### config.mk
export PLATFORM = sky130hd
export DESIGN_NAME = tmc_conversion_control
export DESIGN_NICKNAME = d
export VERILOG_FILES = /design/src/hdl/tmc_pkg.sv /design/src/hdl/tmc_conversion_control.sv /design/src/hdl/tmc_limit_filter.sv
export SDC_FILE = /design/constraint.sdc
export NUM_CORES = 1
export LEC_CHECK = 0
export BUFFER_PORTS_ARGS = -buffer_cell sky130_fd_sc_hd__clkbuf_2
export CAP_MARGIN = 20
export CORE_ASPECT_RATIO = 0.7
export CORE_MARGIN = 2
export CORE_UTILIZATION = 50
export CTS_CLUSTER_SIZE = 25
export DETAILED_ROUTE_END_ITERATION = 7
export HOLD_SLACK_MARGIN = 0.06
export PLACE_DENSITY = 0.68
export SLEW_MARGIN = 20
export SYNTH_ARGS = -nofsm -noshare
export SYNTH_HDL_FRONTEND = slang
export SYNTH_SLANG_ARGS = --single-unit
### constraint.sdc
create_clock -name ref_clk -period 15 [get_ports ref_clk]
set_clock_uncertainty 0.05 [all_clocks]
set_input_delay 2.25 -clock ref_clk [delete_from_list [all_inputs] [get_ports ref_clk]]
set_output_delay 2.25 -clock ref_clk [all_outputs]
set_load 0.02 [all_outputs]
### src/hdl/tmc_pkg.sv
// constants, types and helpers shared by the conversion control block
//
// Operation
// - config byte written at pointer 09h, read back at pointer 03h
// - alarm unmasked: pin pulled low after the chosen count of out-of-limit conversions
// - alarm masked: internal alarm state still tracked, pin left released
// - halt clear: conversions run continuously at the selected rate
// - setting halt stops converting at once; clearing it resumes continuous running
// - precision byte read and written at pointer 1Ah, powers up 18h
// - precision bits pick 9/10/11/12 local bits taking 12.5/25/50/100 ms
// - precision leaves remote untouched but changes conversion time and achieved rate
// - wire resistance fix is off after power-on
// - in shutdown a one written to the trigger starts exactly one conversion
// - after a triggered conversion the device goes back to shutdown
// - rate code changes only the idle gap, never the conversion time
// - rate byte read at pointer 04h, powers up 02h, one conversion per four seconds
// - rate codes 0..6 give 0.0625 up to 4 conversions per second, doubling
// - ideality byte at pointer 18h, read and write, two's complement -128..+127
// - ideality byte powers up 00h, the neutral factor, no effect until written
// - ideality correction applies to remote measurements only
// - consecutive out-of-limit count selectable 1..4, default one
package tmc_pkg;

  // register pointers
  localparam logic [7:0] PTR_CONFIG_RD = 8'h03;
  localparam logic [7:0] PTR_RATE_RD   = 8'h04;
  localparam logic [7:0] PTR_CONFIG_WR = 8'h09;
  localparam logic [7:0] PTR_RATE_WR   = 8'h0a;
  localparam logic [7:0] PTR_ONESHOT   = 8'h0f;
  localparam logic [7:0] PTR_IDEALITY  = 8'h18;
  localparam logic [7:0] PTR_PRECISION = 8'h1a;
  localparam logic [7:0] PTR_WIREFIX   = 8'h1b;
  localparam logic [7:0] PTR_CONSEC    = 8'h22;

  // field positions
  localparam int CFG_MASK_BIT    = 7;
  localparam int CFG_HALT_BIT    = 6;
  localparam int PREC_LO_BIT     = 0;
  localparam int PREC_HI_BIT     = 1;
  localparam int ONESHOT_BIT     = 0;
  localparam int WIREFIX_BIT     = 0;
  localparam int CONSEC_LSB      = 0;

  // reset values
  localparam logic [7:0] CONFIG_RST    = 8'h00;
  localparam logic [7:0] RATE_RST      = 8'h02;
  localparam logic [7:0] IDEALITY_RST  = 8'h00;
  localparam logic [7:0] PRECISION_RST = 8'h18;
  localparam logic [7:0] WIREFIX_RST   = 8'h00;
  localparam logic [7:0] CONSEC_RST    = 8'h00;
  localparam logic [7:0] RATE_FASTEST  = 8'h07;

  // timing
  localparam int  CNT_W                = 36;
  localparam real CLK_PERIOD_NS        = 4.0;
  localparam real LOCAL_9BIT_TIME_MS   = 12.5;
  localparam real REMOTE_TIME_MS       = 12.5;
  localparam real SLOWEST_RATE_CPS     = 0.0625;
  localparam logic [CNT_W-1:0] LOCAL_9BIT_CYCLES_DFLT =
    CNT_W'(longint'(LOCAL_9BIT_TIME_MS * 1.0e6 / CLK_PERIOD_NS));
  localparam logic [CNT_W-1:0] REMOTE_CYCLES_DFLT =
    CNT_W'(longint'(REMOTE_TIME_MS * 1.0e6 / CLK_PERIOD_NS));
  localparam logic [CNT_W-1:0] SLOWEST_PERIOD_CYCLES_DFLT =
    CNT_W'(longint'(1.0e9 / (SLOWEST_RATE_CPS * CLK_PERIOD_NS)));

  // register port carriers
  typedef struct packed {
    logic       en;
    logic [7:0] ptr;
    logic [7:0] data;
  } tmc_wr_s;

  typedef struct packed {
    logic       en;
    logic [7:0] ptr;
  } tmc_rd_s;

  typedef enum logic [1:0] {
    ST_HALTED,
    ST_REMOTE,
    ST_LOCAL,
    ST_IDLE
  } tmc_state_e;

  // consecutive code to required count; every code maps to its count of ones plus one
  function automatic logic [2:0] tmc_consec_need(input logic [2:0] code);
    logic [2:0] need;
    need = 3'h1;
    case (code)
      3'h0:    need = 3'h1;
      3'h1:    need = 3'h2;
      3'h3:    need = 3'h3;
      3'h7:    need = 3'h4;
      3'h2,
      3'h4:    need = 3'h2;
      default: need = 3'h3;
    endcase
    return need;
  endfunction

endpackage

### src/hdl/tmc_conversion_control.sv
// conversion sequencer, control registers and alarm pin of the temperature monitor
`timescale 1ns/1ps
module tmc_conversion_control #(
  parameter logic [tmc_pkg::CNT_W-1:0] REMOTE_CYCLES         = tmc_pkg::REMOTE_CYCLES_DFLT,
  parameter logic [tmc_pkg::CNT_W-1:0] LOCAL_9BIT_CYCLES     = tmc_pkg::LOCAL_9BIT_CYCLES_DFLT,
  parameter logic [tmc_pkg::CNT_W-1:0] SLOWEST_PERIOD_CYCLES = tmc_pkg::SLOWEST_PERIOD_CYCLES_DFLT
) (
  // clock and reset
  input  wire logic           ref_clk,
  input  wire logic           rst,
  // pointer register port from the serial front end
  input  tmc_pkg::tmc_wr_s    regWr,
  input  tmc_pkg::tmc_rd_s    regRd,
  output logic [7:0]          rdData,
  output logic                rdValid,
  // limit comparator results and alert response
  input  wire logic           localOutOfLimit,
  input  wire logic           remoteOutOfLimit,
  input  wire logic           alarmClear,
  // converter control
  output logic                busy,
  output logic                remoteActive,
  output logic                localActive,
  output logic                remoteSampled,
  output logic                localSampled,
  output logic [1:0]          localPrecision,
  output logic [7:0]          idealityApplied,
  output logic                wireResistanceFix,
  // open-drain alarm pin
  output logic                alertPinOut,
  output logic                alertPinOeN,
  output logic                alarmState
);
  import tmc_pkg::*;

  // control register state
  logic       cfgMask;
  logic       cfgHalt;
  logic [7:0] rateCode;
  logic [7:0] ideality;
  logic [7:0] precision;
  logic       wireFix;
  logic [2:0] consecCode;
  logic       oneShotReq;
  logic       next_cfgMask;
  logic       next_cfgHalt;
  logic [7:0] next_rateCode;
  logic [7:0] next_ideality;
  logic [7:0] next_precision;
  logic       next_wireFix;
  logic [2:0] next_consecCode;
  logic       next_oneShotReq;

  // read path state
  logic [7:0] next_rdData;
  logic       next_rdValid;

  // sequencer state
  tmc_state_e       state;
  tmc_state_e       next_state;
  logic [CNT_W-1:0] phaseCnt;
  logic [CNT_W-1:0] periodCnt;
  logic [CNT_W-1:0] next_phaseCnt;
  logic [CNT_W-1:0] next_periodCnt;
  logic             oneShotActive;
  logic             next_oneShotActive;
  logic             next_busy;
  logic             next_remoteActive;
  logic             next_localActive;
  logic             next_remoteSampled;
  logic             next_localSampled;
  logic [7:0]       next_idealityApplied;

  // derived timing
  logic [2:0]       rateSel;
  logic [CNT_W-1:0] periodCycles;
  logic [CNT_W-1:0] localCycles;
  logic             runAllowed;

  // alarm state
  logic [1:0] chanSample;
  logic [1:0] chanOut;
  logic [1:0] chanTrip;
  logic [2:0] consecNeed;
  logic       next_alarmState;
  logic       next_alertPinOeN;

  // register writes; reserved config, wire fix and consecutive bits are dropped so they read zero, precision keeps all eight bits
  always_comb begin
    next_cfgMask    = cfgMask;
    next_cfgHalt    = cfgHalt;
    next_rateCode   = rateCode;
    next_ideality   = ideality;
    next_precision  = precision;
    next_wireFix    = wireFix;
    next_consecCode = consecCode;
    next_oneShotReq = 1'b0;
    if (regWr.en) begin
      case (regWr.ptr)
        PTR_CONFIG_WR: begin
          next_cfgMask = regWr.data[CFG_MASK_BIT];
          next_cfgHalt = regWr.data[CFG_HALT_BIT];
        end
        PTR_RATE_WR: begin
          next_rateCode = regWr.data;
        end
        PTR_IDEALITY: begin
          next_ideality = regWr.data;
        end
        PTR_PRECISION: begin
          next_precision = regWr.data;
        end
        PTR_WIREFIX: begin
          next_wireFix = regWr.data[WIREFIX_BIT];
        end
        PTR_CONSEC: begin
          next_consecCode = regWr.data[CONSEC_LSB +: 3];
        end
        PTR_ONESHOT: begin
          next_oneShotReq = regWr.data[ONESHOT_BIT];
        end
        default: begin
          next_oneShotReq = 1'b0;
        end
      endcase
    end
  end

  always_ff @(posedge ref_clk or posedge rst) begin
    if (rst) begin
      cfgMask    <= CONFIG_RST[CFG_MASK_BIT];
      cfgHalt    <= CONFIG_RST[CFG_HALT_BIT];
      rateCode   <= RATE_RST;
      ideality   <= IDEALITY_RST;
      precision  <= PRECISION_RST;
      wireFix    <= WIREFIX_RST[WIREFIX_BIT];
      consecCode <= CONSEC_RST[2:0];
      oneShotReq <= 1'b0;
    end else begin
      cfgMask    <= next_cfgMask;
      cfgHalt    <= next_cfgHalt;
      rateCode   <= next_rateCode;
      ideality   <= next_ideality;
      precision  <= next_precision;
      wireFix    <= next_wireFix;
      consecCode <= next_consecCode;
      oneShotReq <= next_oneShotReq;
    end
  end

  // register reads; write-only and unknown pointers answer zero
  always_comb begin
    next_rdValid = regRd.en;
    next_rdData  = rdData;
    if (regRd.en) begin
      case (regRd.ptr)
        PTR_CONFIG_RD: next_rdData = {cfgMask, cfgHalt, 6'h00};
        PTR_RATE_RD:   next_rdData = rateCode;
        PTR_IDEALITY:  next_rdData = ideality;
        PTR_PRECISION: next_rdData = precision;
        PTR_WIREFIX:   next_rdData = {7'h00, wireFix};
        PTR_CONSEC:    next_rdData = {5'h00, consecCode};
        default:       next_rdData = 8'h00;
      endcase
    end
  end

  always_ff @(posedge ref_clk or posedge rst) begin
    if (rst) begin
      rdData  <= 8'h00;
      rdValid <= 1'b0;
    end else begin
      rdData  <= next_rdData;
      rdValid <= next_rdValid;
    end
  end

  // timing from the settings; the period is measured start to start, so the
  // rate sets only the idle gap while the precision stretches the busy part
  assign rateSel      = (rateCode >= RATE_FASTEST) ? 3'h7 : rateCode[2:0];
  assign periodCycles = SLOWEST_PERIOD_CYCLES >> rateSel;
  assign localCycles  = LOCAL_9BIT_CYCLES << {precision[PREC_HI_BIT], precision[PREC_LO_BIT]};
  assign runAllowed   = !cfgHalt || oneShotActive;

  // conversion sequencer: remote phase, local phase, then idle until the period ends
  always_comb begin
    next_state         = state;
    next_phaseCnt      = CNT_W'(phaseCnt + 1'b1);
    next_periodCnt     = (periodCnt == {CNT_W{1'b1}}) ? periodCnt : CNT_W'(periodCnt + 1'b1);
    next_oneShotActive = oneShotActive;
    next_remoteSampled = 1'b0;
    next_localSampled  = 1'b0;
    unique case (state)
      ST_HALTED: begin
        next_phaseCnt  = '0;
        next_periodCnt = '0;
        if (!cfgHalt) begin
          next_state = ST_REMOTE;
        end else if (oneShotReq) begin
          next_state         = ST_REMOTE;
          next_oneShotActive = 1'b1;
        end
      end
      ST_REMOTE: begin
        if (!runAllowed) begin
          next_state = ST_HALTED;
        end else if (phaseCnt >= REMOTE_CYCLES - 1'b1) begin
          next_state         = ST_LOCAL;
          next_phaseCnt      = '0;
          next_remoteSampled = 1'b1;
        end
      end
      ST_LOCAL: begin
        if (!runAllowed) begin
          next_state = ST_HALTED;
        end else if (phaseCnt >= localCycles - 1'b1) begin
          next_phaseCnt      = '0;
          next_localSampled  = 1'b1;
          next_oneShotActive = 1'b0;
          next_state         = cfgHalt ? ST_HALTED : ST_IDLE;
        end
      end
      ST_IDLE: begin
        next_phaseCnt = '0;
        if (cfgHalt) begin
          next_state = ST_HALTED;
        end else if (periodCnt >= periodCycles - 1'b1) begin
          next_state     = ST_REMOTE;
          next_periodCnt = '0;
        end
      end
    endcase
    // a fresh conversion restarts the period count from its first cycle
    if (state == ST_HALTED && next_state == ST_REMOTE) begin
      next_periodCnt = '0;
    end
    next_busy            = (next_state == ST_REMOTE) || (next_state == ST_LOCAL);
    next_remoteActive    = (next_state == ST_REMOTE);
    next_localActive     = (next_state == ST_LOCAL);
    next_idealityApplied = (next_state == ST_REMOTE) ? ideality : 8'h00;
  end

  always_ff @(posedge ref_clk or posedge rst) begin
    if (rst) begin
      state           <= ST_HALTED;
      phaseCnt        <= '0;
      periodCnt       <= '0;
      oneShotActive   <= 1'b0;
      busy            <= 1'b0;
      remoteActive    <= 1'b0;
      localActive     <= 1'b0;
      remoteSampled   <= 1'b0;
      localSampled    <= 1'b0;
      idealityApplied <= 8'h00;
    end else begin
      state           <= next_state;
      phaseCnt        <= next_phaseCnt;
      periodCnt       <= next_periodCnt;
      oneShotActive   <= next_oneShotActive;
      busy            <= next_busy;
      remoteActive    <= next_remoteActive;
      localActive     <= next_localActive;
      remoteSampled   <= next_remoteSampled;
      localSampled    <= next_localSampled;
      idealityApplied <= next_idealityApplied;
    end
  end

  // settings handed to the converter datapath
  assign localPrecision    = {precision[PREC_HI_BIT], precision[PREC_LO_BIT]};
  assign wireResistanceFix = wireFix;

  // per-channel filters; index 0 is local, 1 is remote; comparator results
  // are taken in the cycle the phase ends, so the datapath must have them ready
  assign consecNeed    = tmc_consec_need(consecCode);
  assign chanSample[0] = next_localSampled;
  assign chanSample[1] = next_remoteSampled;
  assign chanOut[0]    = localOutOfLimit;
  assign chanOut[1]    = remoteOutOfLimit;

  generate
    for (genvar ch = 0; ch < 2; ch++) begin : gChan
      tmc_limit_filter uFilter (
        .ref_clk    (ref_clk),
        .rst        (rst),
        .sample     (chanSample[ch]),
        .outOfLimit (chanOut[ch]),
        .need       (consecNeed),
        .trip       (chanTrip[ch])
      );
    end
  endgenerate

  // alarm latch: a trip in the clearing cycle wins so no event is lost;
  // the mask only gates the pin, the latch keeps running underneath
  always_comb begin
    next_alarmState = alarmState;
    if (alarmClear) begin
      next_alarmState = 1'b0;
    end
    if (|chanTrip) begin
      next_alarmState = 1'b1;
    end
    next_alertPinOeN = !(next_alarmState && !next_cfgMask);
  end

  always_ff @(posedge ref_clk or posedge rst) begin
    if (rst) begin
      alarmState  <= 1'b0;
      alertPinOeN <= 1'b1;
    end else begin
      alarmState  <= next_alarmState;
      alertPinOeN <= next_alertPinOeN;
    end
  end

  // open drain: the pin only ever pulls low
  assign alertPinOut = 1'b0;

endmodule // tmc_conversion_control

### src/hdl/tmc_limit_filter.sv
// consecutive out-of-limit counter for one measurement channel
`timescale 1ns/1ps
module tmc_limit_filter (
  // clock and reset
  input  wire logic       ref_clk,
  input  wire logic       rst,
  // measurement result
  input  wire logic       sample,
  input  wire logic       outOfLimit,
  input  wire logic [2:0] need,
  // filtered event
  output logic            trip
);
  import tmc_pkg::*;

  logic [2:0] count;
  logic [2:0] next_count;
  logic [2:0] bumped;

  // saturate at four, the largest count anyone can ask for
  always_comb begin
    bumped     = (count == 3'h4) ? count : 3'(count + 3'h1);
    next_count = count;
    trip       = 1'b0;
    if (sample) begin
      next_count = outOfLimit ? bumped : 3'h0;
      trip       = outOfLimit && (bumped >= need);
    end
  end

  always_ff @(posedge ref_clk or posedge rst) begin
    if (rst) begin
      count <= 3'h0;
    end else begin
      count <= next_count;
    end
  end

endmodule // tmc_limit_filter

Word-level counts from Yosys, hierarchy flattened
Cells that the tools add are included.
{"block": "totals", "ff_bits": 136, "output_inout_bits": 28, "wordCells": 136}
{"block": "op_classes", "n_shift": 2, "addsub": 6, "n_mux": 47, "n_eq_ne": 29, "n_lt_le_gt_ge": 6, "n_reduce_logical": 22}
{"op": "$mux W36", "n": 8}
{"op": "$pmux W36 S3", "n": 1}
{"op": "$add A36 B1 Y36 const B", "n": 2}
{"op": "$ge A36 B36 Y1", "n": 2}
{"op": "$pmux W36 S2", "n": 1}
{"op": "$sub A36 B1 Y36 const B", "n": 2}
{"op": "$eq A8 B5 Y1 const B", "n": 6}
{"op": "$pmux W8 S6", "n": 1}
{"op": "$eq A36 B36 Y1 const B", "n": 1}
{"op": "$ge A36 B22 Y1 const B", "n": 1}
{"op": "$shl A22 B2 Y36 const A", "n": 1}
{"op": "$shr A32 B3 Y36 const A", "n": 1}
{"op": "$eq A8 B4 Y1 const B", "n": 3}
{"op": "$mux W1", "n": 18}
{"op": "$mux W2", "n": 9}
{"op": "$eq A8 B6 Y1 const B", "n": 2}
{"op": "$mux W3", "n": 5}
{"op": "$eq A3 B3 Y1 const B", "n": 4}
{"op": "$reduce_and A2 Y1", "n": 6}
{"op": "$pmux W3 S3", "n": 1}
{"op": "$eq A8 B2 Y1 const B", "n": 1}
{"op": "$eq A8 B3 Y1 const B", "n": 1}
{"op": "$ge A8 B3 Y1 const B", "n": 1}
{"op": "$mux W8", "n": 1}
{"op": "other kinds (18)", "n": 33}

Depth between registers and ports, before layout
Gate-level depths: netlist of run 1.
{"block": "depth", "depth_word": 11, "mapped_depth": 22, "depth_no_buf": 20}

Modules after synthesis
Synthesis of run 1 repeated with hierarchy kept, for this count alone.
{"block": "unflattened", "cells_unflattened": 893, "area_unflattened_um2": 8501.9}
{"mod": "tmc_conversion_control", "area_per_inst_um2": 7956.4, "n_inst": 1, "seq_area_each_um2": 3258.1, "cells_per_inst": 831}
{"mod": "tmc_limit_filter", "area_per_inst_um2": 272.8, "n_inst": 2, "seq_area_each_um2": 75.1, "cells_per_inst": 31}

Worst setup path after synthesis of run 1
Ideal clock, no wire load.
{"block": "synth_path", "path_kind": "register to register", "start": "register rateCode[4]", "end": "register periodCnt[10]", "t_arrival_ns": 4.718, "slack_ns": 10.161, "path_stages_with_launch": 22, "required_time_ns": 14.879, "path_buffers": 2, "cell_sequence": "dfrtp_1 -> or4_1 -> or3_1 -> clkbuf_1 -> inv_1 -> ha_1 -> nand2_1 -> ha_1 -> xor2_1 -> ha_1 -> and3_1 -> o311a_1 -> a211oi_1 -> o22ai_1 -> nor2_1 -> a211oi_1 -> a211o_1 -> ha_1 -> a21oi_1 -> o31ai_4 -> buf_6 -> nor2_1"}
{"block": "synth_between", "elab_chain_cells": 11, "elab_cells_between_ends": 14, "cone_classes": "1 x add/sub; 2 x order compare; 1 x eq/ne; 1 x shift; 8 x mux; 1 x reduce/logical"}
{"item": "from (decl)", "line_no": "tmc_conversion_control.sv:39", "rtl": "logic [7:0] rateCode;"}
{"item": "from (signal assigned)", "line_no": "tmc_conversion_control.sv:142", "rtl": "rateCode <= next_rateCode;"}
{"item": "$ge A8 B3 Y1", "line_no": "tmc_conversion_control.sv:180", "rtl": "assign rateSel = (rateCode >= RATE_FASTEST) ? 3'h7 : rateCode[2:0];"}
{"item": "$mux W3", "line_no": "tmc_conversion_control.sv:180"}
{"item": "$shr A32 B3 Y36", "line_no": "tmc_conversion_control.sv:181", "rtl": "assign periodCycles = SLOWEST_PERIOD_CYCLES >> rateSel;"}
{"item": "$sub A36 B1 Y36", "line_no": "tmc_conversion_control.sv:227", "rtl": "end else if (periodCnt >= periodCycles - 1'b1) begin"}
{"item": "$ge A36 B36 Y1", "line_no": "tmc_conversion_control.sv:227"}
{"item": "$mux W2", "line_no": "tmc_conversion_control.sv:227"}
{"item": "$mux W2", "line_no": "tmc_conversion_control.sv:225", "rtl": "if (cfgHalt) begin"}
{"item": "$pmux W2 S4", "line_no": "tmc_conversion_control.sv:193", "rtl": "unique case (state)"}
{"item": "$eq A2 B1 Y1"}
{"item": "via next_remoteActive", "line_no": "tmc_conversion_control.sv:68", "rtl": "logic next_remoteActive;"}
{"item": "$logic_and A1 B1 Y1", "line_no": "tmc_conversion_control.sv:234", "rtl": "if (state == ST_HALTED && next_state == ST_REMOTE) begin"}
{"item": "$mux W36", "line_no": "tmc_conversion_control.sv:234"}
{"item": "via next_periodCnt[10]", "line_no": "tmc_conversion_control.sv:64", "rtl": "logic [CNT_W-1:0] next_periodCnt;"}
{"item": "to (signal assigned)", "line_no": "tmc_conversion_control.sv:258", "rtl": "periodCnt <= next_periodCnt;"}
{"item": "to (decl)", "line_no": "tmc_conversion_control.sv:62", "rtl": "logic [CNT_W-1:0] periodCnt;"}
The timed path passes the listed nets, and every way through them passes these cells.
A chain may end at the register's enable or synchronous reset.

Final worst setup path of run 1
{"block": "layout_path", "start": "register rateCode[4]", "end": "register periodCnt[2]"}
The elaborated chain is that of the path after synthesis.

==> impl_results.md, run 1 <==
- Worst setup slack for register-to-register paths: between 9 and 10 ns
- Endpoint arrival time on the critical path: roughly 5.9 ns
- Register bit total from synthesis: about 140
- Kind of start point of the critical path: flip-flop
- Final period utilization: 37.5%
- Power per Cell Area: ~120 nW/µm²
- Total CTS buffers: 17
- Post-CTS Hold Buffers: 0
- Highest attainable clock frequency: around 180 MHz
- Power Total: 1.12 mW
- Clk sinks: ~140
- Residual antenna-violating net count after detailed routing: 0
- Setup violators final: 0
- Top FF cell, synth: sky130_fd_sc_hd__dfrtp_1
- Share of flip-flops with an asynchronous set or reset after synthesis: between 90% and 100%
- Worst vdd ir: between 0.00008 and 0.00009 V
- Path class of the lowest-slack min-delay path: flip-flop to flip-flop
- Cell type contributing the most total cell area after synthesis: sky130_fd_sc_hd__dfrtp_1
- Reg clk slew, reported paths: approximately 0.07 ns
- Width of the chip: ~160 µm
- Number of global-route vias before repair: between 6,000 and 7,000
- Largest cells by area after synthesis: sky130_fd_sc_hd__dfrtp_1 38%, sky130_fd_sc_hd__ha_1 13%, sky130_fd_sc_hd__nor2_1 4.9%
- R2R cell count: 20
- Via count of the routed design: 6,811
- Initial cell density of the core: 50.5%
- Final slew viol count: 0
- Fraction of final layout cells sized beyond drive strength 1: approximately 16%
- Setup repair after global routing missed its margin: false
- Final Cell Area: about 10000 µm²
- Synthesized cell area: 8600 µm²
- Actual slew at the worst max-slew pin: ~1.1 ns
- Warnings, synthesis: 0
- Static leakage: between 4 and 5 nW
- CP most frequent cell: sky130_fd_sc_hd__ha_1
- Clock latency on the worst-skew pair: 0.42 ns
- RR Endpoint: periodCnt[2]$_DFF_PP0_
- Maximum number of pins on one net before global-route repair: 78
- Placed wire-length estimate: around 14 mm
- Class of the most critical setup path: flip-flop to flip-flop
- Congestion Overflow GR: 0
- Post-synth EDFFs: 0
- Quantity of I/O buffers inserted on ports: 57
- Critical path cell sequence: or4_1 -> or3_1 -> inv_1 -> ha_1 -> nand2_1 -> ha_1 -> xor2_1 -> ha_1 -> and3_1 -> o311a_1 -> a211oi_1 -> o22ai_1 -> nor2_1 -> a211oi_1 -> a211o_1 -> ha_1 -> a21oi_1 -> o31ai_4 -> buf_4 -> nor3_1
- Routed wirelength normalized by instance count: ~17 µm
- Standard-cell rows: 40
- Sequential-to-total area share from yosys stat: roughly two fifths
- Core Region: 17,000 µm²
- Filler-free cell count of the finished design: about 1,200
- Cell count after synthesis: approximately 890
- Cell with the largest stage delay on the worst path: sky130_fd_sc_hd__or4_1
- Final Hold Fails: 0
- Number of search-and-repair iterations in the first detailed-routing pass: 5
- Number of remaining DRC errors: 0
- FF-to-FF Start: rateCode[4]$_DFFE_PP0P_
- Synthesis-to-finish area growth: 13.0%
- # Max-Cap Violations: 0
- Antenna diode instance count: 0
- Setup repair bufs after CTS: 0
- Clock tree from TritonCTS: built
- Final total negative setup slack: 0 ns
- Post-Route WL: about 20 mm
- Post-detailed-route via-to-cell ratio: about 5.7
- Distinct cell type count after synthesis: 73
- Final core utilization: between 50% and 60%
- Shortest period the worst path allows: ~5.6 ns
- Dpl cells: ~1,200
- Global-route wire length before repair: approximately 34 mm
- Root cell of the clock tree: sky130_fd_sc_hd__clkbuf_16
- Worst endpoint required time: roughly 15 ns
- Post-detailed-placement cell area: 9080 µm²
- Worst slew margin relative to its limit: ~28%
- Startpoint of the worst hold path: phaseCnt[0]$_DFF_PP0_
- Worst hold path endpoint: phaseCnt[0]$_DFF_PP0_
- Average size of a mapped cell: approximately 9.6 µm²
- Total of cells resized after clock tree synthesis: 0
- Routability congestion estimate: between 0.8 and 0.9
- Number of I/O pins: 59
- H-tree depth: 4
- Depth of the worst hold-timing path: 1
- Worst Path Max Fanout: 36
- Maximum number of buffers from clock root to sink: 2
- Number of antenna violations at the first check in global routing: 0
- Drt initial violations: roughly 560
- Vertical die dimension: between 100 and 150 µm
- Crit. End Element: flip-flop
- Area share of the largest cell type after synthesis: about two fifths
- GRT Resource Usage Total: between 20% and 30%
- Worst stage delay on the critical path: 0.59 ns
- Floorplan die area: 18,300 µm²
- Status: complete, no violations
- Final net count: 1,077
[worst max-delay path by stage]
| stage | startpoint | depth (start not counted) | end | slack (ns) |
|---|---|---|---|---|
| global placement | rateCode[4]$_DFFE_PP0P_ | 20 | periodCnt[35]$_DFF_PP0_ | 9.65 |
| finish | rateCode[4]$_DFFE_PP0P_ | 20 | periodCnt[2]$_DFF_PP0_ | 9.38 |
| global route | rateCode[4]$_DFFE_PP0P_ | 20 | periodCnt[35]$_DFF_PP0_ | 9.09 |
| CTS | rateCode[4]$_DFFE_PP0P_ | 20 | periodCnt[2]$_DFF_PP0_ | 9.41 |
| floorplan | rst | 1 | alarmState$_DFF_PP0_ | 9.07 |
| detailed placement | rateCode[4]$_DFFE_PP0P_ | 20 | periodCnt[2]$_DFF_PP0_ | 9.47 |
[placed cells by master, fill, tap and decap left out, types with 4 or more instances in the layout]
master / synthesis / layout
sky130_fd_sc_hd__inv_8: 0 / 4
sky130_fd_sc_hd__a22oi_1: 4 / 4
sky130_fd_sc_hd__nand2_1: 80 / 80
sky130_fd_sc_hd__inv_1: 25 / 24
sky130_fd_sc_hd__or3_1: 5 / 5
sky130_fd_sc_hd__nor4_1: 10 / 10
sky130_fd_sc_hd__a211o_1: 5 / 5
sky130_fd_sc_hd__dfstp_2: 4 / 4
sky130_fd_sc_hd__xnor2_1: 32 / 32
sky130_fd_sc_hd__inv_6: 0 / 6
sky130_fd_sc_hd__a211oi_1: 8 / 8
sky130_fd_sc_hd__nand4_1: 23 / 23
sky130_fd_sc_hd__o21ai_0: 22 / 22
sky130_fd_sc_hd__a21o_1: 4 / 4
sky130_fd_sc_hd__a21oi_1: 40 / 40
sky130_fd_sc_hd__and2_1: 13 / 13
sky130_fd_sc_hd__xor2_1: 40 / 40
sky130_fd_sc_hd__conb_1: 2 / 15
sky130_fd_sc_hd__nor2_2: 10 / 10
sky130_fd_sc_hd__clkbuf_16: 0 / 17
sky130_fd_sc_hd__mux2_2: 31 / 31
sky130_fd_sc_hd__nor3_1: 18 / 18
sky130_fd_sc_hd__a222oi_1: 6 / 6
sky130_fd_sc_hd__ha_1: 87 / 87
sky130_fd_sc_hd__and3_1: 15 / 15
sky130_fd_sc_hd__a31oi_1: 9 / 9
sky130_fd_sc_hd__and4_1: 16 / 16
sky130_fd_sc_hd__nor2_1: 113 / 113
sky130_fd_sc_hd__dfrtp_1: 132 / 132
sky130_fd_sc_hd__nor2b_1: 6 / 6
sky130_fd_sc_hd__clkbuf_2: 0 / 57
sky130_fd_sc_hd__nand3_1: 41 / 41
sky130_fd_sc_hd__nand2b_1: 7 / 7
sky130_fd_sc_hd__or2_2: 4 / 4
[cells by family after synthesis]
group	synth area share, %
adder cells (fa/ha/maj)	12.7
AND/OR/NAND/NOR	22.6
multiplexers	4.18
buffers and inverters	2.98
flip-flops	39.6
XOR/XNOR	7.34
AO/OA/AOI/OAI	10.5
other	0.0874
[where the power goes]
| part | leakage, nW | switching, mW | internal, mW |
|---|---|---|---|
| clock | 0.297 | 0.181 | 0.254 |
| sequential | 1.84 | 0.0213 | 0.389 |
| combinational | 2.45 | 0.178 | 0.0942 |
| total | 4.59 | 0.380 | 0.737 |
[per-stage QoR]
stage / setup WS (ns) / hold slack, ns
finish: 9.38 / 0.432
global placement: 9.65 / 0.415
detailed placement: 9.47 / 0.418
CTS: 9.41 / 0.431
global route: 9.09 / 0.452
floorplan: 9.07 / 0.391
[sequential cells by signal, summed over array words and instances (netlist names), 2 cells and up]
| register | cells |
|---|---|
| consecCode | 3 |
| gChan.uFilter.count | 6 |
| ideality | 8 |
| idealityApplied | 8 |
| periodCnt | 36 |
| phaseCnt | 36 |
| precision | 8 |
| rateCode | 8 |
| rdData | 8 |
| state | 2 |
[per-layer routing]
layer  vias to the layer above  share of wire, %  track usage, %
li1                       3316                 -               -
met1                      3326                54            36.2
met2                       155                40            32.3
met3                        14               5.0            4.76
met4                         0              0.85            5.60
met5                         -                 0               0
[critical path: cells and delay by family (launching register included)]
| kind | cells | cell delay [ns] |
|---|---|---|
| AOI/OAI and AO/OA | 7 | 1.55 |
| xor gates and xnor gates | 1 | 0.17 |
| adders and majority gates | 4 | 1.01 |
| buffers and inverters | 2 | 0.47 |
| DFF | 1 | 0.39 |
| and+or+nand+nor | 6 | 1.84 |
[cell usage after synthesis, types with 6 or more instances]
| cell type | n |
|---|---|
| sky130_fd_sc_hd__nor4_1 | 10 |
| sky130_fd_sc_hd__a211oi_1 | 8 |
| sky130_fd_sc_hd__o21ai_0 | 22 |
| sky130_fd_sc_hd__xnor2_1 | 32 |
| sky130_fd_sc_hd__nor2_1 | 113 |
| sky130_fd_sc_hd__a31oi_1 | 9 |
| sky130_fd_sc_hd__xor2_1 | 40 |
| sky130_fd_sc_hd__nand2b_1 | 7 |
| sky130_fd_sc_hd__a222oi_1 | 6 |
| sky130_fd_sc_hd__and3_1 | 15 |
| sky130_fd_sc_hd__nand2_1 | 80 |
| sky130_fd_sc_hd__nor2_2 | 10 |
| sky130_fd_sc_hd__dfrtp_1 | 132 |
| sky130_fd_sc_hd__nor2b_1 | 6 |
| sky130_fd_sc_hd__and2_1 | 13 |
| sky130_fd_sc_hd__and4_1 | 16 |
| sky130_fd_sc_hd__mux2_2 | 31 |
| sky130_fd_sc_hd__ha_1 | 87 |
| sky130_fd_sc_hd__nand3_1 | 41 |
| sky130_fd_sc_hd__buf_6 | 7 |
| sky130_fd_sc_hd__inv_1 | 25 |
| sky130_fd_sc_hd__clkbuf_1 | 14 |
| sky130_fd_sc_hd__nand4_1 | 23 |
| sky130_fd_sc_hd__a21oi_1 | 40 |
| sky130_fd_sc_hd__nor3_1 | 18 |
[cell type report]
cell class | instances | area, µm²
multi-input combinational | 719 | 4980
fill | 1509 | 7300
clock inverter | 14 | 181
sequential | 136 | 3410
clock buffer | 18 | 429
tap | 231 | 289
timing repair buffer | 60 | 328
inverter | 25 | 98.8
No activity file was read; power rests on OpenSTA's default activity.
==> inputs of run 2 (changes only) <==
Settings changed: ABC_AREA set to 1, PLACE_DENSITY 0.68 to 0.7.
Clock period 15 ns to 4.6 ns, I/O delays scaled along.
==> run 2 against run 1 <==
Effect of this change:
- via count is 26% higher
- clock power grew to 3.1 times the previous value
- design area is 9.3% higher
- die area is 9.7% higher
- total power grew to 2.6 times the previous value
- sequential share of layout area is 3.0 points lower
- sequential power grew to 3.0 times the previous value
- first-iteration DRC count is 13% higher
- count of clock-buffer cells in the layout is 1 lower
- routed wire length is 24% higher
- setup slack worse by 9.0 ns
- critical endpoint is now periodCnt[7]$_DFF_PP0_
- highest routed layer unchanged
==> impl_results.md, run 2 <==
- Worst setup slack for register-to-register paths: 0.39 ns (-9.00 ns)
- Reg clk slew, reported paths: 0.07 ns (about the same)
- Final period utilization: 91.6% (+54 points)
- Crit. End Element: flip-flop
- Total CTS buffers: 17 (unchanged)
- Standard-cell rows: 42 (+5.0%)
- Path class of the lowest-slack min-delay path: input pin to async pin
- Initial cell density of the core: 50.6% (about the same)
- Placed wire-length estimate: 19.2 mm (+33%)
- Largest cells by area after synthesis: sky130_fd_sc_hd__dfrtp_1 35%, sky130_fd_sc_hd__nand2_1 13%, sky130_fd_sc_hd__ha_1 12%
- GRT Resource Usage Total: 26.1% (+3.0 points)
- RR Endpoint: periodCnt[7]$_DFF_PP0_
- Clock latency on the worst-skew pair: 0.44 ns (+0.02 ns)
- Registers with the most flip-flops: periodCnt x36, phaseCnt x36
- Share of flip-flops with an asynchronous set or reset after synthesis: 100% (unchanged)
- Logic gate share of total power: 12.6% (-12 points)
- Final Hold Fails: 0 (unchanged)
- Worst vdd ir: 0.000233 V (+190%)
- Register bit total from synthesis: 136 (unchanged)
- Fraction of final layout cells sized beyond drive strength 1: 10.2% (-5.9 points)
- Filler-free cell count of the finished design: 1,611 (+34%)
- Most common cell in the netlist: sky130_fd_sc_hd__nand2_1
- Synthesis-to-finish area growth: 12.3%
- Congestion Overflow GR: 0 (unchanged)
- Maximum number of buffers from clock root to sink: 2 (unchanged)
- Number of buffer and inverter stages on the critical path: 3 (+1)
- Class of the most critical setup path: flip-flop to flip-flop
- Routability congestion estimate: 1.04 (+20%)
- Average size of a mapped cell: 7.36 µm² (-24%)
- Maximum number of pins on one net before global-route repair: 111 (+42%)
- Number of antenna violations at the first check in global routing: 0 (unchanged)
- Synthesized cell area: 9460 µm² (+10%)
- Actual slew at the worst max-slew pin: 1.03 ns (-0.0498 ns)
- Worst Setup Slack, final: 0.386 ns (-9.00 ns)
- Cell type contributing the most total cell area after synthesis: sky130_fd_sc_hd__dfrtp_1
- Top FF cell, synth: sky130_fd_sc_hd__dfrtp_1
- Vertical die dimension: 119 µm (+4.7%)
- Number of search-and-repair iterations in the first detailed-routing pass: 5 (unchanged)
- Most frequent cells in the layout: 328 x sky130_fd_sc_hd__nand2_1, 172 x sky130_fd_sc_hd__nor2_1, 161 x sky130_fd_sc_hd__inv_1
- Drt initial violations: 625 (+13%)
- Final slew viol count: 0 (unchanged)
- Root cell of the clock tree: sky130_fd_sc_hd__clkbuf_16
- Static leakage: 5.41 nW (+18%)
- Commonest cells in the netlist: 329 x sky130_fd_sc_hd__nand2_1, 174 x sky130_fd_sc_hd__nor2_1, 164 x sky130_fd_sc_hd__inv_1
- Setup repair after global routing missed its margin: false
- Residual antenna-violating net count after detailed routing: 0 (unchanged)
- Proportion of power drawn by the clock network: 45.9% (+7.0 points)
- Dpl cells: 1,579 (+35%)
- Flop pwr share: 41.4% (+4.7 points)
- Floorplan die area: 20,000 µm² (+9.7%)
- Endpoint arrival time on the critical path: 4.43 ns (-1.47 ns)
- Width of the chip: 168 µm (+4.8%)
- Quantity of I/O buffers inserted on ports: 57 (unchanged)
- Number of remaining DRC errors: 0 (unchanged)
- Cell with the largest stage delay on the worst path: sky130_fd_sc_hd__dfrtp_1
- Post-synth EDFFs: 0 (unchanged)
- Shortest period the worst path allows: 4.21 ns (-1.40 ns)
- Distinct cell type count after synthesis: 41 (-44%)
- Worst slew margin relative to its limit: 31.1% (+3.4 points)
- Warnings, synthesis: 0 (unchanged)
- Most frequent standard cell in the layout excluding fill and tap cells: sky130_fd_sc_hd__nand2_1
- Routed wirelength normalized by instance count: 15.3 µm (-7.6%)
- Area share of the largest cell type after synthesis: 34.9% (-3.5 points)
- Final total negative setup slack: 0 ns (unchanged)
- H-tree depth: 4 (unchanged)
- Post-detailed-placement cell area: 10,000 µm² (+10%)
- FF-to-FF Start: rateCode[3]$_DFFE_PP0P_
- Power per Cell Area: 278 nW/µm² (+140%)
- Worst stage delay on the critical path: 0.40 ns (-0.19 ns)
- Worst hold slack: 0.368 ns (-0.0640 ns)
- Worst Path Max Fanout: 23 (-36%)
- Final net count: 1,474 (+37%)
- Sequential-to-total area share from yosys stat: 36.0% (-3.6 points)
- Proportion of total power due to net switching: 30.2% (-3.8 points)
- CP most frequent cell: sky130_fd_sc_hd__nand2_1
- Antenna diode instance count: 0 (unchanged)
- Setup violators final: 0 (unchanged)
- Clock tree from TritonCTS: built
- Cell count after synthesis: 1,285 (+44%)
- Post-detailed-route via-to-cell ratio: 5.32 (-6.0%)
- Number of global-route vias before repair: 8,244 (+26%)
- Kind of start point of the critical path: flip-flop
- Clk sinks: 136 (unchanged)
- Core Region: 18,700 µm² (+9.9%)
- Number of I/O pins: 59 (unchanged)
- Post-CTS Hold Buffers: 0 (unchanged)
- Post-Route WL: 24.6 mm (+24%)
- Internal power contribution: 2.06 mW (+180%)
- Via count of the routed design: 8,572 (+26%)
- Global-route wire length before repair: 41.3 mm (+23%)
- Highest attainable clock frequency: 237 MHz (+33%)
- R2R cell count: 25 (+25%)
- Crit path max-delay family: simple AND/OR/NAND/NOR gates
- Final Cell Area: 10,600 µm² (+9.3%)
- Switching power total: 0.893 mW (+130%)
- # Max-Cap Violations: 0 (unchanged)
- Status: complete, no violations
- Worst endpoint required time: 4.82 ns (-10.46 ns)
- Setup Slack @ Placement: 0.183 ns (-9.29 ns)
-- run 2: cell count changes after synthesis, moves of 9 or more --
| cell | before | now |
|---|---|---|
| sky130_fd_sc_hd__and3_1 | 15 | 2 |
| sky130_fd_sc_hd__nand4_1 | 23 | 38 |
| sky130_fd_sc_hd__xnor2_1 | 32 | 23 |
| sky130_fd_sc_hd__o21ai_0 | 22 | 56 |
| sky130_fd_sc_hd__and2_1 | 13 | 1 |
| sky130_fd_sc_hd__nor2_1 | 113 | 174 |
| sky130_fd_sc_hd__mux2_2 | 31 | 7 |
| sky130_fd_sc_hd__and4_1 | 16 | 0 |
| sky130_fd_sc_hd__a21oi_1 | 40 | 49 |
| sky130_fd_sc_hd__inv_1 | 25 | 164 |
| sky130_fd_sc_hd__nand2_1 | 80 | 329 |
| sky130_fd_sc_hd__nand3_1 | 41 | 58 |
| sky130_fd_sc_hd__nor3_1 | 18 | 38 |
-- run 2: logic make-up (layout without fill, tap and decap cells) --
| family | Yosys count | after routing | synth area share [%] |
|---|---|---|---|
| adder cells (fa/ha/maj) | 87 | 87 | 11.5 |
| flip-flops | 136 | 136 | 36.0 |
| other | 2 | 15 | 0.0794 |
| AND/OR/NAND/NOR | 680 | 680 | 30.8 |
| multiplexers | 8 | 8 | 0.939 |
| buffers and inverters | 189 | 260 | 7.99 |
| XOR/XNOR | 62 | 62 | 5.74 |
| AO/OA/AOI/OAI | 121 | 121 | 6.95 |
-- run 2: worst max path at each step --
| stage | from | endpoint | slack [ns] | cells past startpoint |
|---|---|---|---|---|
| 3_5_place_dp | rateCode[3]$_DFFE_PP0P_ | periodCnt[7]$_DFF_PP0_ | 0.18 | 25 |
| 4_1_cts | rateCode[3]$_DFFE_PP0P_ | periodCnt[7]$_DFF_PP0_ | 0.17 | 25 |
| 2_1_floorplan | rst | alarmState$_DFF_PP0_ | 0.23 | 1 |
| 5_1_grt | rateCode[3]$_DFFE_PP0P_ | periodCnt[7]$_DFF_PP0_ | 0.06 | 25 |
| 6_report | rateCode[3]$_DFFE_PP0P_ | periodCnt[7]$_DFF_PP0_ | 0.39 | 25 |
| 3_3_place_gp | rateCode[3]$_DFFE_PP0P_ | periodCnt[4]$_DFF_PP0_ | 0.38 | 24 |
-- run 2: final cells by class --
class / instances / area, µm²
Clock buffer: 17 / 425
Clock inverter: 15 / 160
Fill cell: 1739 / 8090
Inverter: 167 / 634
Multi-Input combinational cell: 973 / 5360
Sequential cell: 136 / 3410
Tap cell: 242 / 303
Timing Repair Buffer: 61 / 328
-- run 2: per-stage QoR --
| stage | utilization, % | total power, mW |
|---|---|---|
| floorplan | - | 1.51 |
| global placement | 53.5 | 1.60 |
| detailed placement | 53.5 | 1.61 |
| CTS | 56.6 | 2.97 |
| global route | 56.8 | 3.10 |
| finish | 56.8 | 2.95 |
-- run 2: timing repair --
item                       in CTS  in global routing
setup endpoints to repair       0                 31
gates resized for setup         0                 11
setup buffers                   0                  0
-- run 2: power by group through the flow --
stage	sequential, mW	clock, mW	combinational [mW]
floorplan	1.24	0	0.264
global placement	1.25	0	0.359
detailed placement	1.25	0	0.364
CTS	1.22	1.38	0.367
global route	1.22	1.43	0.438
finish	1.22	1.36	0.373
-- run 2: worst reg2reg max path, delay by kind of cell (launching register included) --
family	cells	cell delay (ns)
flip-flops	1	0.40
AO/OA/AOI/OAI	2	0.24
AND/OR/NAND/NOR	15	2.00
buffers and inverters	3	0.28
XOR/XNOR	1	0.18
adder cells (fa/ha/maj)	4	0.90
-- run 2: layer usage --
| layer | vias to the layer above | wire, µm | global-route usage, % |
|---|---|---|---|
| met5 | - | 0 | 0 |
| met4 | 0 | 260 | 6.03 |
| met3 | 23 | 2130 | 7.08 |
| met2 | 287 | 9900 | 37.1 |
| met1 | 3968 | 12300 | 39.3 |
| li1 | 4294 | - | - |
==> inputs of run 3 (changes only) <==
Settings changed: CORE_UTILIZATION 50 to 56, PLACE_DENSITY 0.7 to 0.77.
==> run 3 against run 2 <==
Effect of this change:
- routed wire length up 0.79%
- design area up 0.26%
- hold slack worse by 0.073 ns
- die area down 10%
- setup slack worse by 0.019 ns
- critical path depth up 2
- first-iteration DRC count up 45%
- combinational power up 3%
- final cell count down 1.1%
- sequential cell count unchanged
- clock power up 4%
- largest cell class unchanged
- highest routed layer unchanged
==> impl_results.md, run 3 (synthesized netlist as in run 2, its figures left out) <==
- Status: complete, no violations
- Reg clk slew, reported paths: 0.07 ns (about the same)
- H-tree depth: 4 (unchanged)
- Worst endpoint required time: 4.89 ns (+0.07 ns)
- Final core utilization: 64.7% (+8.0 points)
- Quantity of I/O buffers inserted on ports: 57 (unchanged)
- Floorplan die area: 18,000 µm² (-10%)
- Via count of the routed design: 8,731 (+1.9%)
- Width of the chip: 159 µm (-5.4%)
- Worst Path Max Fanout: 23 (unchanged)
- Registers with the most flip-flops: periodCnt x36, phaseCnt x36
- Worst slew margin relative to its limit: 31.8% (+0.72 points)
- Clock tree from TritonCTS: built
- Kind of start point of the critical path: flip-flop
- Total CTS buffers: 17 (unchanged)
- Post-CTS Hold Buffers: 0 (unchanged)
- GRT Resource Usage Total: 28.9% (+2.9 points)
- Residual antenna-violating net count after detailed routing: 0 (unchanged)
- Path class of the lowest-slack min-delay path: input pin to async pin
- Antenna diode instance count: 0 (unchanged)
- Clk sinks: 136 (unchanged)
- Congestion Overflow GR: 0 (unchanged)
- Worst vdd ir: 0.000230 V (-1.2%)
- Number of search-and-repair iterations in the first detailed-routing pass: 5 (unchanged)
- Power per Cell Area: 284 nW/µm² (+2.1%)
- Endpoint arrival time on the critical path: 4.52 ns (+0.09 ns)
- Most frequent standard cell in the layout excluding fill and tap cells: sky130_fd_sc_hd__nand2_1
- Final Hold Fails: 0 (unchanged)
- # Max-Cap Violations: 0 (unchanged)
- Number of remaining DRC errors: 0 (unchanged)
- Maximum number of buffers from clock root to sink: 2 (unchanged)
- Filler-free cell count of the finished design: 1,594 (-1.1%)
- Static leakage: 5.44 nW (+0.57%)
- Final period utilization: 92.0% (+0.41 points)
- Crit. End Element: flip-flop
- Vertical die dimension: 113 µm (-5.3%)
- Routed wirelength normalized by instance count: 15.6 µm (+1.9%)
- Post-Route WL: 24.8 mm (+0.79%)
- Most frequent cells in the layout: 327 x sky130_fd_sc_hd__nand2_1, 173 x sky130_fd_sc_hd__nor2_1, 161 x sky130_fd_sc_hd__inv_1
- Shortest period the worst path allows: 4.23 ns (+0.0187 ns)
- Setup repair bufs after CTS: 0 (unchanged)
- Placed wire-length estimate: 18.9 mm (-1.7%)
- Class of the most critical setup path: flip-flop to flip-flop
- Number of global-route vias before repair: 8,103 (-1.7%)
- Number of antenna violations at the first check in global routing: 0 (unchanged)
- Fraction of final layout cells sized beyond drive strength 1: 10.2% (unchanged)
- Actual slew at the worst max-slew pin: 1.02 ns (-0.0107 ns)
- Fill cell total of the finished layout: 1,389 (-20%)
- Final total negative setup slack: 0 ns (unchanged)
- Root cell of the clock tree: sky130_fd_sc_hd__clkbuf_16
- Final slew viol count: 0 (unchanged)
- Dpl cells: 1,562 (-1.1%)
- Highest attainable clock frequency: 236 MHz (-0.44%)
- Final net count: 1,474 (unchanged)
- Initial cell density of the core: 57.5% (+7.0 points)
- Setup violators final: 0 (unchanged)
- Core Region: 16,400 µm² (-12%)
- Maximum number of pins on one net before global-route repair: 67 (-40%)
- Post-detailed-route via-to-cell ratio: 5.48 (+2.9%)
- Number of I/O pins: 59 (unchanged)
- Clock latency on the worst-skew pair: 0.44 ns (about the same)
- Setup repair after global routing missed its margin: false
- Global-route wire length before repair: 41.1 mm (-0.50%)
- Synthesis-to-finish area growth: 12.6%
- Routability congestion estimate: 1.08 (+3.8%)
- Standard-cell rows: 39 (-7.1%)
- Drt initial violations: 904 (+45%)
[run 3: cell count changes in the layout (fill, tap and decap cells not counted), moves of 2 or more]
cell,delta
sky130_fd_sc_hd__inv_8,-4
sky130_fd_sc_hd__clkinv_8,+6
sky130_fd_sc_hd__clkinvlp_4,-3
sky130_fd_sc_hd__nor2_2,-2
[run 3: metrics by stage]
stage / setup WS, ns / total power [mW] / hold WS (ns) / area, µm²
2_1_floorplan: 0.227 / 1.51 / 0.403 / 9510
3_3_place_gp: 0.254 / 1.60 / 0.419 / 9980
3_5_place_dp: 0.0764 / 1.61 / 0.425 / 9980
4_1_cts: 0.0363 / 3.03 / 0.308 / 10600
5_1_grt: 0.0209 / 3.16 / 0.348 / 10600
6_report: 0.367 / 3.02 / 0.295 / 10600
[run 3: metal layers]
metal | track usage, % | part of all wire, % | up-vias
met1 | 42.5 | 47 | 4012
met5 | 0 | 0 | -
met4 | 6.97 | 1.4 | 0
met3 | 9.71 | 11 | 36
met2 | 41.2 | 41 | 390
li1 | - | - | 4293
[run 3: worst paths after layout]
kind,cells after the start,startpoint,slack [ns],endpoint
setup / recovery,27,rateCode[1]$_DFFE_PP1P_,0.37,periodCnt[6]$_DFF_PP0_
hold / removal,2,rst,0.29,periodCnt[30]$_DFF_PP0_
setup reg to reg,27,rateCode[1]$_DFFE_PP1P_,0.37,periodCnt[6]$_DFF_PP0_
hold reg to reg,2,ideality[4]$_DFFE_PP0P_,0.44,idealityApplied[4]$_DFF_PP0_
max in group asynchronous,3,rst,3.23,rateCode[1]$_DFFE_PP1P_
min in group ref_clk,3,regWr[0],0.42,oneShotReq$_DFF_PP0_
[run 3: layout make-up]
type / count / area [µm²] / area share (%)
multi-input combinational: 973 / 5370 / 50.4
sequential: 136 / 3410 / 32.0
inverter: 167 / 632 / 5.94
clock inverter: 15 / 209 / 1.96
tap: 225 / 282 / 2.64
timing repair buffer: 61 / 323 / 3.03
clock buffer: 17 / 425 / 4.00
[run 3: power breakdown]
part | total, mW | switching [mW] | internal [mW] | leakage (nW)
clock network | 1.41 | 0.669 | 0.744 | 0.302
logic | 0.386 | 0.256 | 0.130 | 3.33
registers | 1.22 | 0.0138 | 1.21 | 1.80
total | 3.02 | 0.939 | 2.08 | 5.44
[run 3: worst max-delay path: stages (launching register included)]
cell	delay, ns
sky130_fd_sc_hd__dfstp_2	0.58
sky130_fd_sc_hd__nand3_1	0.08
sky130_fd_sc_hd__and3_1	0.19
sky130_fd_sc_hd__inv_1	0.12
sky130_fd_sc_hd__or2_4	0.19
sky130_fd_sc_hd__inv_1	0.11
sky130_fd_sc_hd__ha_1	0.21
sky130_fd_sc_hd__or2_2	0.30
sky130_fd_sc_hd__nand2_1	0.08
sky130_fd_sc_hd__inv_1	0.05
sky130_fd_sc_hd__ha_1	0.28
sky130_fd_sc_hd__nand2_1	0.08
sky130_fd_sc_hd__inv_1	0.05
sky130_fd_sc_hd__nand2_1	0.06
sky130_fd_sc_hd__nand2_1	0.05
sky130_fd_sc_hd__nand2_1	0.05
sky130_fd_sc_hd__nand2_1	0.04
sky130_fd_sc_hd__a21oi_1	0.22
sky130_fd_sc_hd__nand3_1	0.14
sky130_fd_sc_hd__o21ai_0	0.16
sky130_fd_sc_hd__nand3_1	0.09
sky130_fd_sc_hd__nand2_1	0.10
sky130_fd_sc_hd__inv_1	0.08
sky130_fd_sc_hd__ha_1	0.20
sky130_fd_sc_hd__nand2_2	0.15
sky130_fd_sc_hd__nand2_1	0.10
sky130_fd_sc_hd__buf_8	0.17
sky130_fd_sc_hd__a21oi_1	0.14
[run 3: what timing repair did]
item | 4_1_cts | 5_1_grt
endpoints found under the setup margin | 0 | 44
endpoints found under the hold margin | 0 | 0
gates resized for setup | 0 | 11
